**config.mk**
```make
export PLATFORM = sky130hd
export DESIGN_NAME = irq_routing_and_measurement_settings_config
export DESIGN_NICKNAME = d
export VERILOG_FILES = /design/src/irq_routing_and_measurement_settings_config.v
export VERILOG_INCLUDE_DIRS = /design/src
export SDC_FILE = /design/constraint.sdc
export NUM_CORES = 1
export LEC_CHECK = 0
export BUFFER_PORTS_ARGS = -buffer_cell sky130_fd_sc_hd__buf_2
export CORE_UTILIZATION = 55
export CTS_BUF_LIST = sky130_fd_sc_hd__clkbuf_2
export DETAILED_ROUTE_END_ITERATION = 12
export PLACE_DENSITY_LB_ADDON = 0.2
export SETUP_SLACK_MARGIN = 0.2
export SYNTH_ARGS = -nofsm -noshare
export SYNTH_HDL_FRONTEND = slang
export SYNTH_SLANG_ARGS = --single-unit
```
**constraint.sdc**
```tcl
create_clock -name clk -period 4.8 [get_ports clk]
set_input_delay 0.96 -clock clk [delete_from_list [all_inputs] [get_ports clk]]
set_output_delay 0.96 -clock clk [all_outputs]
set_load 0.03 [all_outputs]
```
**src/irq_cfg_map.vh**
```
// register offsets, field positions and timing constants for the routing and measurement bank
`ifndef IRQ_CFG_MAP_VH
`define IRQ_CFG_MAP_VH
`define OFS_PIN_A_ROUTING   8'h3B
`define OFS_PIN_B_ROUTING   8'h3C
`define OFS_RATE_SYNC       8'h3D
`define OFS_MEASUREMENT     8'h3E
`define OFS_EVENT_STATUS    8'h40
`define OFS_MOTION_ENABLES  8'h41
`define OFS_CONTROL_STATE   8'h42
`define REG_RESET_VALUE     8'h00
`define POLARITY_BIT        7
`define ROUTE_MSB           6
`define RATE_MSB            7
`define RATE_LSB            5
`define DOZE_MSB            4
`define DOZE_LSB            2
`define OUTSIDE_CLK_BIT     1
`define OUTSIDE_TRIG_BIT    0
`define RANGE_OFF_BIT       7
`define AUTOSLEEP_BIT       6
`define PROC_MSB            5
`define PROC_LSB            4
`define LOW_NOISE_BIT       3
`define BW_MSB              2
`define BW_LSB              0
`define PROC_DEFAULT        2'h0
`define PROC_LINKED         2'h1
`define PROC_LOOPED         2'h2
`define EV_SAMPLE_READY     0
`define EV_QUEUE_NONEMPTY   1
`define EV_QUEUE_WATERMARK  2
`define EV_QUEUE_OVERFLOW   3
`define EV_STILL            4
`define EV_MOTION           5
`define EV_AWAKE            6
`define EV_MOTION_WARNING   7
`define EV_COUNT            8
`define REG_MSB             7
`define ENABLES_MSB         5
`define MOTION_EN_MSB       2
`define MOTION_EN_LSB       0
`define STILL_EN_MSB        5
`define STILL_EN_LSB        3
`define ENABLES_RESET       6'h00
`define STATUS_RESET        8'h00
`define SEL_RESET           3'h0
`define WM_COUNT_W          10
`define DOZE_PERIOD_MS_0    52
`define DOZE_PERIOD_MS_1    104
`define DOZE_PERIOD_MS_2    208
`define DOZE_PERIOD_MS_3    512
`define DOZE_PERIOD_MS_4    2048
`define DOZE_PERIOD_MS_5    4096
`define DOZE_PERIOD_MS_6    8192
`define DOZE_PERIOD_MS_7    24576
`endif

```
**src/irq_routing_and_measurement_settings_config.v**
```verilog
// routing, timing and measurement register bank with interrupt pin drive and motion processing
//
// Added by the designer: the Avalon-MM register port.
`timescale 1ns/1ps
`include "irq_cfg_map.vh"

module irq_routing_and_measurement_settings_config #(
  parameter WM_W    = `WM_COUNT_W,
  parameter CLK_MHZ = 125
) (
  input  wire            clk,
  input  wire            resetn,
  input  wire [7:0]      avs_address,
  input  wire            avs_read,
  input  wire            avs_write,
  input  wire [31:0]     avs_writedata,
  input  wire [3:0]      avs_byteenable,
  output reg  [31:0]     avs_readdata,
  output reg             avs_waitrequest,
  input  wire            ev_sample_ready,
  input  wire            ev_queue_nonempty,
  input  wire            ev_queue_overflow,
  input  wire [WM_W-1:0] queue_level,
  input  wire [WM_W-1:0] queue_watermark,
  input  wire            still_detected,
  input  wire            motion_detected,
  input  wire            ev_motion_warning,
  input  wire            irq_pin_a_in,
  output reg             irq_pin_a_out,
  output reg             irq_pin_a_oe,
  output reg             irq_pin_b_out,
  output reg             irq_pin_b_oe,
  output reg  [2:0]      output_rate_sel,
  output reg  [2:0]      doze_period_sel,
  output reg             outside_clock_enable,
  output reg             outside_trigger_enable,
  output reg             overrange_disable,
  output reg             low_noise_enable,
  output reg  [2:0]      bandwidth_sel,
  output reg             motion_detect_on,
  output reg             still_detect_on,
  output reg             doze_request,
  output reg             outside_clock_tick
);

  // processing phase states, one-hot
  localparam [1:0] PH_MOTION = 2'b01;
  localparam [1:0] PH_STILL  = 2'b10;

  reg        rst_meta_reg;
  reg        rst_sync_reg;
  reg [7:0]  irq_pin_a_routing;
  reg [7:0]  irq_pin_b_routing;
  reg [7:0]  rate_and_sync_control;
  reg [7:0]  measurement_settings;
  reg [5:0]  motion_enables_reg;
  reg [1:0]  phase_reg;
  reg [1:0]  phase_next;
  reg        awake_reg;
  reg        awake_next;
  reg [7:0]  status_reg;
  reg        ack_pulse_reg;
  reg        outside_clock_enable_d_reg;
  reg        bus_done_reg;
  reg [31:0] rdata_next;
  reg        motion_on_next;
  reg        still_on_next;
  reg        doze_next;

  wire [2:0] motion_axis_enables = motion_enables_reg[`MOTION_EN_MSB:`MOTION_EN_LSB];
  wire [2:0] still_axis_enables  = motion_enables_reg[`STILL_EN_MSB:`STILL_EN_LSB];
  wire [1:0] motion_processing_sel = measurement_settings[`PROC_MSB:`PROC_LSB];
  wire       both_enabled = (&motion_axis_enables) & (&still_axis_enables);
  wire       seq_mode = both_enabled &
                        ((motion_processing_sel == `PROC_LINKED) ||
                         (motion_processing_sel == `PROC_LOOPED));
  wire       looped = seq_mode && (motion_processing_sel == `PROC_LOOPED);
  wire       autosleep = measurement_settings[`AUTOSLEEP_BIT];
  wire       watermark_hit = (queue_level >= queue_watermark);
  wire       motion_ev = motion_detected & motion_on_next;
  wire       still_ev  = still_detected & still_on_next;
  wire       bus_req = (avs_read | avs_write) & ~bus_done_reg;
  wire       wr_fire = avs_write & bus_req;
  wire       rd_fire = avs_read & bus_req;
  wire       wr_lane0 = wr_fire & avs_byteenable[0];
  wire       status_read = rd_fire && (avs_address == `OFS_EVENT_STATUS);
  wire [7:0] raw_events;
  wire       pin_a_any;
  wire       pin_b_any;

  // reset release through two flops
  always @(posedge clk or negedge resetn) begin
    if (!resetn) begin
      rst_meta_reg <= 1'b0;
      rst_sync_reg <= 1'b0;
    end else begin
      rst_meta_reg <= 1'b1;
      rst_sync_reg <= rst_meta_reg;
    end
  end

  // live event conditions, one bit per function
  assign raw_events[`EV_SAMPLE_READY]    = ev_sample_ready;
  assign raw_events[`EV_QUEUE_NONEMPTY]  = ev_queue_nonempty;
  assign raw_events[`EV_QUEUE_WATERMARK] = watermark_hit;
  assign raw_events[`EV_QUEUE_OVERFLOW]  = ev_queue_overflow;
  assign raw_events[`EV_STILL]           = still_ev;
  assign raw_events[`EV_MOTION]          = motion_ev;
  assign raw_events[`EV_AWAKE]           = awake_reg;
  assign raw_events[`EV_MOTION_WARNING]  = ev_motion_warning;

  // OR of routed latched events per pin; pin b swaps bit 5 for motion warning
  assign pin_a_any = |(irq_pin_a_routing[`ROUTE_MSB:0] & status_reg[`ROUTE_MSB:0]);
  assign pin_b_any = |(irq_pin_b_routing[`ROUTE_MSB:0] &
                       {status_reg[`EV_AWAKE], status_reg[`EV_MOTION_WARNING],
                        status_reg[`EV_STILL:0]});

  // combinational motion processing phase control
  always @* begin
    phase_next     = phase_reg;
    awake_next     = awake_reg;
    motion_on_next = 1'b1;
    still_on_next  = 1'b1;
    doze_next      = 1'b0;
    if (seq_mode) begin
      case (phase_reg)
        PH_MOTION: begin
          still_on_next = 1'b0;
          if (motion_detected) begin
            phase_next = PH_STILL;
            awake_next = 1'b1;
          end
        end
        PH_STILL: begin
          motion_on_next = 1'b0;
          if (still_detected) begin
            phase_next = PH_MOTION;
            awake_next = 1'b0;
            doze_next  = autosleep;
          end
        end
        default: begin
          phase_next = PH_MOTION;
        end
      endcase
    end else begin
      phase_next = PH_MOTION;
      awake_next = 1'b1;
    end
  end

  // write strobes per bank register
  wire       wr_pin_a  = wr_lane0 && (avs_address == `OFS_PIN_A_ROUTING);
  wire       wr_pin_b  = wr_lane0 && (avs_address == `OFS_PIN_B_ROUTING);
  wire       wr_rate   = wr_lane0 && (avs_address == `OFS_RATE_SYNC);
  wire       wr_meas   = wr_lane0 && (avs_address == `OFS_MEASUREMENT);
  wire       wr_motion = wr_lane0 && (avs_address == `OFS_MOTION_ENABLES);
  wire [7:0] status_next;

  // pin a routing register
  always @(posedge clk or negedge rst_sync_reg) begin
    if (!rst_sync_reg) begin
      irq_pin_a_routing <= `REG_RESET_VALUE;
    end else if (wr_pin_a) begin
      irq_pin_a_routing <= avs_writedata[`REG_MSB:0];
    end
  end

  // pin b routing register
  always @(posedge clk or negedge rst_sync_reg) begin
    if (!rst_sync_reg) begin
      irq_pin_b_routing <= `REG_RESET_VALUE;
    end else if (wr_pin_b) begin
      irq_pin_b_routing <= avs_writedata[`REG_MSB:0];
    end
  end

  // rate and sync register
  always @(posedge clk or negedge rst_sync_reg) begin
    if (!rst_sync_reg) begin
      rate_and_sync_control <= `REG_RESET_VALUE;
    end else if (wr_rate) begin
      rate_and_sync_control <= avs_writedata[`REG_MSB:0];
    end
  end

  // measurement register
  always @(posedge clk or negedge rst_sync_reg) begin
    if (!rst_sync_reg) begin
      measurement_settings <= `REG_RESET_VALUE;
    end else if (wr_meas) begin
      measurement_settings <= avs_writedata[`REG_MSB:0];
    end
  end

  // motion and still axis enables
  always @(posedge clk or negedge rst_sync_reg) begin
    if (!rst_sync_reg) begin
      motion_enables_reg <= `ENABLES_RESET;
    end else if (wr_motion) begin
      motion_enables_reg <= avs_writedata[`ENABLES_MSB:0];
    end
  end

  // processing phase and awake flag
  always @(posedge clk or negedge rst_sync_reg) begin
    if (!rst_sync_reg) begin
      phase_reg <= PH_MOTION;
      awake_reg <= 1'b0;
    end else begin
      phase_reg <= phase_next;
      awake_reg <= awake_next;
    end
  end

  // internal ack one cycle after a looped detection
  always @(posedge clk or negedge rst_sync_reg) begin
    if (!rst_sync_reg) begin
      ack_pulse_reg <= 1'b0;
    end else begin
      ack_pulse_reg <= looped & (motion_ev | still_ev);
    end
  end

  // per-event status latch; a new event beats the read clear
  genvar g;
  generate
    for (g = 0; g < `EV_COUNT; g = g + 1) begin : g_status
      // motion and still bits are acked internally in looped mode
      wire acked = ack_pulse_reg & ((g == `EV_MOTION) || (g == `EV_STILL));
      assign status_next[g] = (acked | status_read) ? raw_events[g] :
                              (status_reg[g] | raw_events[g]);
    end
  endgenerate

  // event status register
  always @(posedge clk or negedge rst_sync_reg) begin
    if (!rst_sync_reg) begin
      status_reg <= `STATUS_RESET;
    end else begin
      status_reg <= status_next;
    end
  end

  // read mux for the bank
  always @* begin
    rdata_next = 32'h0000_0000;
    case (avs_address)
      `OFS_PIN_A_ROUTING:  rdata_next[7:0] = irq_pin_a_routing;
      `OFS_PIN_B_ROUTING:  rdata_next[7:0] = irq_pin_b_routing;
      `OFS_RATE_SYNC:      rdata_next[7:0] = rate_and_sync_control;
      `OFS_MEASUREMENT:    rdata_next[7:0] = measurement_settings;
      `OFS_EVENT_STATUS:   rdata_next[7:0] = status_reg | raw_events;
      `OFS_MOTION_ENABLES: rdata_next[`ENABLES_MSB:0] = motion_enables_reg;
      `OFS_CONTROL_STATE:  rdata_next[3:0] = {seq_mode, awake_reg, phase_reg};
      default:             rdata_next = 32'h0000_0000;
    endcase
  end

  // avalon slave: one wait cycle, answer on the second edge
  always @(posedge clk or negedge rst_sync_reg) begin
    if (!rst_sync_reg) begin
      avs_waitrequest <= 1'b1;
      avs_readdata    <= 32'h0000_0000;
      bus_done_reg    <= 1'b0;
    end else begin
      bus_done_reg    <= bus_req;
      avs_waitrequest <= ~bus_req;
      if (rd_fire) begin
        avs_readdata <= rdata_next;
      end
    end
  end

  // pin a drive; released when unrouted or taken as outside clock input
  always @(posedge clk or negedge rst_sync_reg) begin
    if (!rst_sync_reg) begin
      irq_pin_a_out <= 1'b0;
      irq_pin_a_oe  <= 1'b0;
    end else begin
      irq_pin_a_out <= pin_a_any ^ irq_pin_a_routing[`POLARITY_BIT];
      irq_pin_a_oe  <= (|irq_pin_a_routing[`ROUTE_MSB:0]) &
                       ~rate_and_sync_control[`OUTSIDE_CLK_BIT];
    end
  end

  // pin b drive; released when nothing is routed
  always @(posedge clk or negedge rst_sync_reg) begin
    if (!rst_sync_reg) begin
      irq_pin_b_out <= 1'b0;
      irq_pin_b_oe  <= 1'b0;
    end else begin
      irq_pin_b_out <= pin_b_any ^ irq_pin_b_routing[`POLARITY_BIT];
      irq_pin_b_oe  <= |irq_pin_b_routing[`ROUTE_MSB:0];
    end
  end

  // timing field copies
  always @(posedge clk or negedge rst_sync_reg) begin
    if (!rst_sync_reg) begin
      output_rate_sel        <= `SEL_RESET;
      doze_period_sel        <= `SEL_RESET;
      outside_clock_enable   <= 1'b0;
      outside_trigger_enable <= 1'b0;
    end else begin
      output_rate_sel        <= rate_and_sync_control[`RATE_MSB:`RATE_LSB];
      doze_period_sel        <= rate_and_sync_control[`DOZE_MSB:`DOZE_LSB];
      outside_clock_enable   <= rate_and_sync_control[`OUTSIDE_CLK_BIT];
      outside_trigger_enable <= rate_and_sync_control[`OUTSIDE_TRIG_BIT];
    end
  end

  // measurement field copies
  always @(posedge clk or negedge rst_sync_reg) begin
    if (!rst_sync_reg) begin
      overrange_disable <= 1'b0;
      low_noise_enable  <= 1'b0;
      bandwidth_sel     <= `SEL_RESET;
    end else begin
      overrange_disable <= measurement_settings[`RANGE_OFF_BIT];
      low_noise_enable  <= measurement_settings[`LOW_NOISE_BIT];
      bandwidth_sel     <= measurement_settings[`BW_MSB:`BW_LSB];
    end
  end

  // detector enables follow the processing phase
  always @(posedge clk or negedge rst_sync_reg) begin
    if (!rst_sync_reg) begin
      motion_detect_on <= 1'b0;
      still_detect_on  <= 1'b0;
    end else begin
      motion_detect_on <= motion_on_next;
      still_detect_on  <= still_on_next;
    end
  end

  // autosleep request, one cycle per stillness detection
  always @(posedge clk or negedge rst_sync_reg) begin
    if (!rst_sync_reg) begin
      doze_request <= 1'b0;
    end else begin
      doze_request <= seq_mode & doze_next;
    end
  end

  // pin a sampled as outside timebase when enabled
  always @(posedge clk or negedge rst_sync_reg) begin
    if (!rst_sync_reg) begin
      outside_clock_enable_d_reg      <= 1'b0;
      outside_clock_tick <= 1'b0;
    end else begin
      outside_clock_enable_d_reg      <= irq_pin_a_in;
      outside_clock_tick <= rate_and_sync_control[`OUTSIDE_CLK_BIT] &
                            irq_pin_a_in & ~outside_clock_enable_d_reg;
    end
  end

endmodule

```
==> results of run 1 <==
==> layer usage <==
layer / up-vias / wire length, um / track usage (%)
met5: - / 0 / 0
met3: 12 / 540 / 8.30
li1: 1392 / - / -
met1: 1470 / 3890 / 34.3
met2: 96 / 4300 / 39.3
met4: 0 / 95 / 6.16
==> cells in the final DEF, fill, tap and decap left out, types with 7 or more instances in the layout <==
cell type / n
dfrtp_1: 81
buf_2: 77
mux2_2: 40
conb_1: 25
nand2_1: 20
inv_1: 15
nor2_1: 15
a21oi_1: 13
a22oi_1: 13
o21ai_0: 13
ha_1: 11
clkbuf_2: 11
nand3_1: 8
a21o_1: 8
nand2b_1: 7
mux2i_1: 7
==> power by group <==
group          internal [mW]  switching, mW  leakage, nW
sequential             0.728         0.0224         1.09
clock                  0.126          0.248       0.0648
combinational         0.0532          0.106         1.16
==> area by class of cell <==
cell class	instances	area (um2)
flip-flops and latches	84	2110
fillers	629	2650
repair buffers	77	385
inverters	16	60.1
well taps	99	124
clock inverters	5	61.3
clock buffers	11	55.1
multi-input cells	244	1810
==> final timing paths <==
kind | from | slack (ns) | end | cells after the start
worst min register to register | rst_meta_reg | 0.39 | rst_sync_reg | 0
max in group asynchronous | rst_sync_reg | 3.63 | irq_pin_b_routing[0] | 0
min in group clk | rst_meta_reg | 0.39 | rst_sync_reg | 0
worst max register to register | measurement_settings[4] | 2.83 | avs_readdata[4] | 7
worst max-delay path | avs_address[1] | 2.46 | irq_pin_a_routing[5] | 4
worst min-delay path | resetn | 0.15 | rst_sync_reg | 1
==> cell families (layout without fill, tap and decap cells) <==
group,after synthesis,count (layout),share of synthesized area (%)
other cells,2,25,0.182
mux,47,47,12.6
xor+xnor,3,3,0.637
buf+inv,49,109,7.13
flops,84,84,51.0
fa+ha+maj,11,11,3.34
compound gates,73,73,12.3
simple gates,85,85,12.7
==> worst max-delay path: stages <==
cell	delay [ns]
buf_2	0.50
nand2_1	0.25
nor4b_4	0.64
mux2_2	0.41
==> flow_metrics.py, run 1 <==
metrics = {
    "logic_synthesis": {
        "synth_common_cells": "dfrtp_1 (82), mux2_2 (40), buf_4 (24)",
        "synth_area_leaders": "dfrtp_1 (50%), mux2_2 (11%), buf_4 (4.4%)",
        "synth_seq_cells": 84,
        "synthArstFlopShare_pct": 100,
        "yosys_warnings": 0,
        "syn_area_mm2": 0.00412,
        "syn_area_per_cell_um2": 11.6,
        "syn_inst": 354,
        "synth.most_common_cell": "dfrtp_1",
        "ys_seq_area_share_pct": 51.0,
        "yosys.area.top_type_share_pct": 49.8,
        "synth_flop_cell": "dfrtp_1",
        "synth_cell_types": 60,
        "yosys.area.top_type": "dfrtp_1",
        "synth-edff-count": 0,
    },
    "sta": {
        "fin_skew_ns": 0.0214,
        "final.min_clock_period_ns": 2.34,
        "setup_viol": 0,
        "fmax_mhz": 427,
        "period_share_pct": 48.8,
        "slew_violations": 0,
        "tns_ns": 0,
        "holdWs_ns": 0.146,
        "finalHoldViolations": 0,
        "max_slew_margin_pct": 31.8,
        "tightest_slew_ns": 1.02,
        "setup_ws_ns": 2.46,
        "rsz0062_at_grt": "no",
    },
    "pwr": {
        "p_leak_nw": 2.31,
        "cellPowerDensity_mw_per_mm2": 279,
        "p_total_mw": 1.28,
        "irDropWorstVdd_uv": 194,
    },
    "clock_tree": {
        "clockBufferDepth": 2,
        "htree_levels": 3,
        "path_clk_slew_ns": 0.22,
        "ctsResizeCount": 0,
        "cts_setup_buffers": 0,
        "root_buffer": "clkbuf_2",
        "clock_sinks": 84,
        "numCtsBuffers": 9,
        "cts_hold_buf": 0,
        "cts_tree": "done",
        "clock_latency_ns": 0.55,
    },
    "grt": {
        "track_usage_pct": 25.2,
        "antenna_found_initial": 0,
        "grt_pass1_vias": 2873,
        "grt_overflow": 0,
        "grt_first_pass_wirelength_mm": 14.4,
        "grt_max_degree": 83,
    },
    "placed_design": {
        "placedCellCount": 520,
        "dp_hpwl_mm": 6.49,
        "pre_cts_slack_ns": 1.94,
        "gp_congestion": 0.829,
        "port_buffers": 77,
        "dpl_cell_area_mm2": 0.00449,
    },
    "detailed_routing": {
        "drcViolationCount": 0,
        "viasPerCell": 5.54,
        "antenna_left": 0,
        "wl_per_cell_um": 16.5,
        "via_count": 2970,
        "totalWireLength_mm": 8.83,
        "drt_iter0_drc": 205,
        "dr.pass1.iters": 5,
    },
    "final_layout": {
        "final_util_pct": 63.5,
        "syn2layout_area_growth_pct": 11.7,
        "final_nets": 518,
        "drive_above_1_share_pct": 34.3,
        "final_area_mm2": 0.00461,
        "n_antenna_cell": 0,
        "finalNonFillerCells": 536,
    },
    "setup_path": {
        "critPathLaunchType": "primary input",
        "critPathRequiredTime_ns": 5.25,
        "worstSetupPathType": "in -> reg",
        "end_kind": "flop",
        "crit_fanout": 30,
        "cp.arrival_ns": 2.79,
    },
    "floorplanning": {
        "core_mm2": 0.00725,
        "fp.dieArea_mm2": 0.00785,
        "chipWidth_um": 88.6,
        "rows": 31,
        "io_pins": 129,
        "start_util_pct": 56.9,
        "die_y_um": 88.6,
    },
    "worst_hold_path": {
        "hold_path_class": "in -> async",
    },
    "flow_run": {
        "max_cap_violations": 0,
    },
    "outcome": {
        "status": "finished clean",
    },
}
(Power assumes the default switching activity.)
==> inputs of run 2 (changes only) <==
- CORE_UTILIZATION: 55 -> 48
- clock period: 4.8 -> 2.1 ns (I/O delays scaled with it)
==> run 2 against run 1 <==
First-iteration DRC count down 5.9%. Clock-buffer cell count unchanged. Final cell count up 4.9%. Register-to-register slack worse by 2.6 ns. Non-clock buffer count up 20. Core utilization down 5.2 points. Cell area up 4.6%.
==> flow_metrics.py, run 2 (same netlist as run 1, synthesis figures left out) <==
metrics = {
    "sta": {
        "tightest_slew_ns": 0.502,
        "fmax_mhz": 546,
        "rsz0062_at_grt": "no",
        "holdWs_ns": 0.0564,
        "final.min_clock_period_ns": 1.83,
        "max_slew_margin_pct": 66.5,
        "fin_skew_ns": 0.0320,
        "setup_viol": 0,
        "period_share_pct": 87.3,
        "finalHoldViolations": 0,
        "slew_violations": 0,
        "tns_ns": 0,
    },
    "setup_path": {
        "startpoint": "measurement_settings[4]",
        "slowest_stage": "dfrtp_1",
        "path_buf_inv": 2,
        "worstReg2RegEnd": "avs_readdata[5]",
        "r2r_slack_ns": 0.27,
        "critPathLaunchType": "flop",
        "critical_path.top_delay_family": "simple AND/OR/NAND/NOR gates",
        "cp.arrival_ns": 2.26,
        "end_kind": "flop",
        "worstSetupPathType": "reg -> reg",
        "crit_fanout": 5,
        "critPathRequiredTime_ns": 2.53,
        "cp_cell_sequence": "inv_2 > ha_4 > nand4b_1 > buf_4 > nor4_2 > nor3_1 > a211oi_1 > o21ai_1",
        "rr_worst_depth": 8,
        "r2r-start": "measurement_settings[4]",
        "max_stage_delay_ns": 0.44,
    },
    "pwr": {
        "irDropWorstVdd_uv": 343,
        "switching_share_pct": 29.4,
        "p_leak_nw": 2.41,
        "seqPwrFrac_pct": 57.5,
        "p_int_mw": 2.09,
        "clockPowerShare_pct": 28.9,
        "p_switching_uw": 870,
        "cellPowerDensity_mw_per_mm2": 615,
        "p_comb_share_pct": 13.6,
    },
    "detailed_routing": {
        "viasPerCell": 5.51,
        "drcViolationCount": 0,
        "via_count": 3094,
        "drt_iter0_drc": 193,
        "wl_per_cell_um": 16.6,
        "dr.pass1.iters": 5,
        "antenna_left": 0,
        "totalWireLength_mm": 9.35,
    },
    "outcome": {
        "status": "finished clean",
    },
    "final_layout": {
        "final_common_cell": "dfrtp_1",
        "layout_common_cells": "dfrtp_1 (81), buf_2 (77), mux2_2 (40)",
        "final_util_pct": 58.3,
        "syn2layout_area_growth_pct": 16.8,
        "n_antenna_cell": 0,
        "drive_above_1_share_pct": 37.6,
        "final_nets": 538,
    },
    "floorplanning": {
        "fp.dieArea_mm2": 0.00897,
        "chipWidth_um": 94.7,
        "rows": 33,
        "core_mm2": 0.00826,
        "io_pins": 129,
        "start_util_pct": 49.9,
        "die_y_um": 94.7,
    },
    "grt": {
        "grt_overflow": 0,
        "track_usage_pct": 22.1,
        "grt_max_degree": 38,
        "grt_first_pass_wirelength_mm": 14.6,
        "antenna_found_initial": 0,
        "grt_pass1_vias": 2876,
    },
    "worst_hold_path": {
        "holdPathEnd": "status_reg[3]",
        "holdPathStages": 2,
        "hold_path_class": "in -> reg",
        "hp-start": "ev_queue_overflow",
    },
    "clock_tree": {
        "path_clk_slew_ns": 0.25,
        "root_buffer": "clkbuf_2",
        "clockBufferDepth": 2,
        "numCtsBuffers": 9,
        "cts_tree": "done",
        "clock_latency_ns": 0.55,
        "htree_levels": 3,
        "clock_sinks": 84,
    },
    "placed_design": {
        "dp_hpwl_mm": 7.05,
        "port_buffers": 77,
        "gp_congestion": 0.882,
    },
    "flow_run": {
        "max_cap_violations": 0,
    },
}
==> run 2: repair_timing <==
item | in CTS | in global routing
setup endpoints to repair | 0 | 4
setup buffers | 0 | 1
endpoints found under the hold margin | 3 | 0
hold buffers | 2 | 0
gates resized for setup | 0 | 5
==> run 2: metrics by stage <==
step | setup slack [ns] | power [mW] | area (um2) | std cells
after floorplan | 0.342 | 2.02 | 4210 | 377
after CTS | 0.214 | 2.99 | 4790 | 561
after global routing | 0.209 | 3.09 | 4820 | 562
after global placement | 0.133 | 2.12 | 4650 | 543
final | 0.267 | 2.96 | 4820 | 562
after detailed placement | 0.0378 | 2.13 | 4650 | 543
==> run 2: power groups by stage <==
| stage | sequential, mW | combinational (mW) | clock [mW] |
|---|---|---|---|
| floorplan | 1.78 | 0.236 | 0 |
| global placement | 1.73 | 0.391 | 0 |
| detailed placement | 1.73 | 0.400 | 0 |
| CTS | 1.70 | 0.403 | 0.879 |
| global route | 1.71 | 0.440 | 0.936 |
| finish | 1.70 | 0.403 | 0.857 |
==> run 2: routing by layer <==
layer  global-route usage, %  share of wire, %
met1                    30.8                45
met5                       0                 0
met4                    5.43               1.1
met3                    5.80               6.1
met2                    34.5                48
==> run 2: worst max path at each step <==
stage,depth (start not counted),to,slack [ns]
final,8,avs_readdata[5],0.27
after global routing,8,avs_readdata[5],0.21
after CTS,8,avs_readdata[5],0.21
after detailed placement,7,avs_readdata[2],0.04
after global placement,7,avs_readdata[2],0.13
after floorplan,7,avs_readdata[4],0.34
==> run 2: cell type report <==
type                            count  area, um2
Inverter                           16       60.1
Timing Repair Buffer               97        566
Clock inverter                      5       61.3
Fill cell                         735       3440
Tap cell                          105        131
Sequential cell                    84       2110
Clock buffer                       11       55.1
Multi-Input combinational cell    244       1840
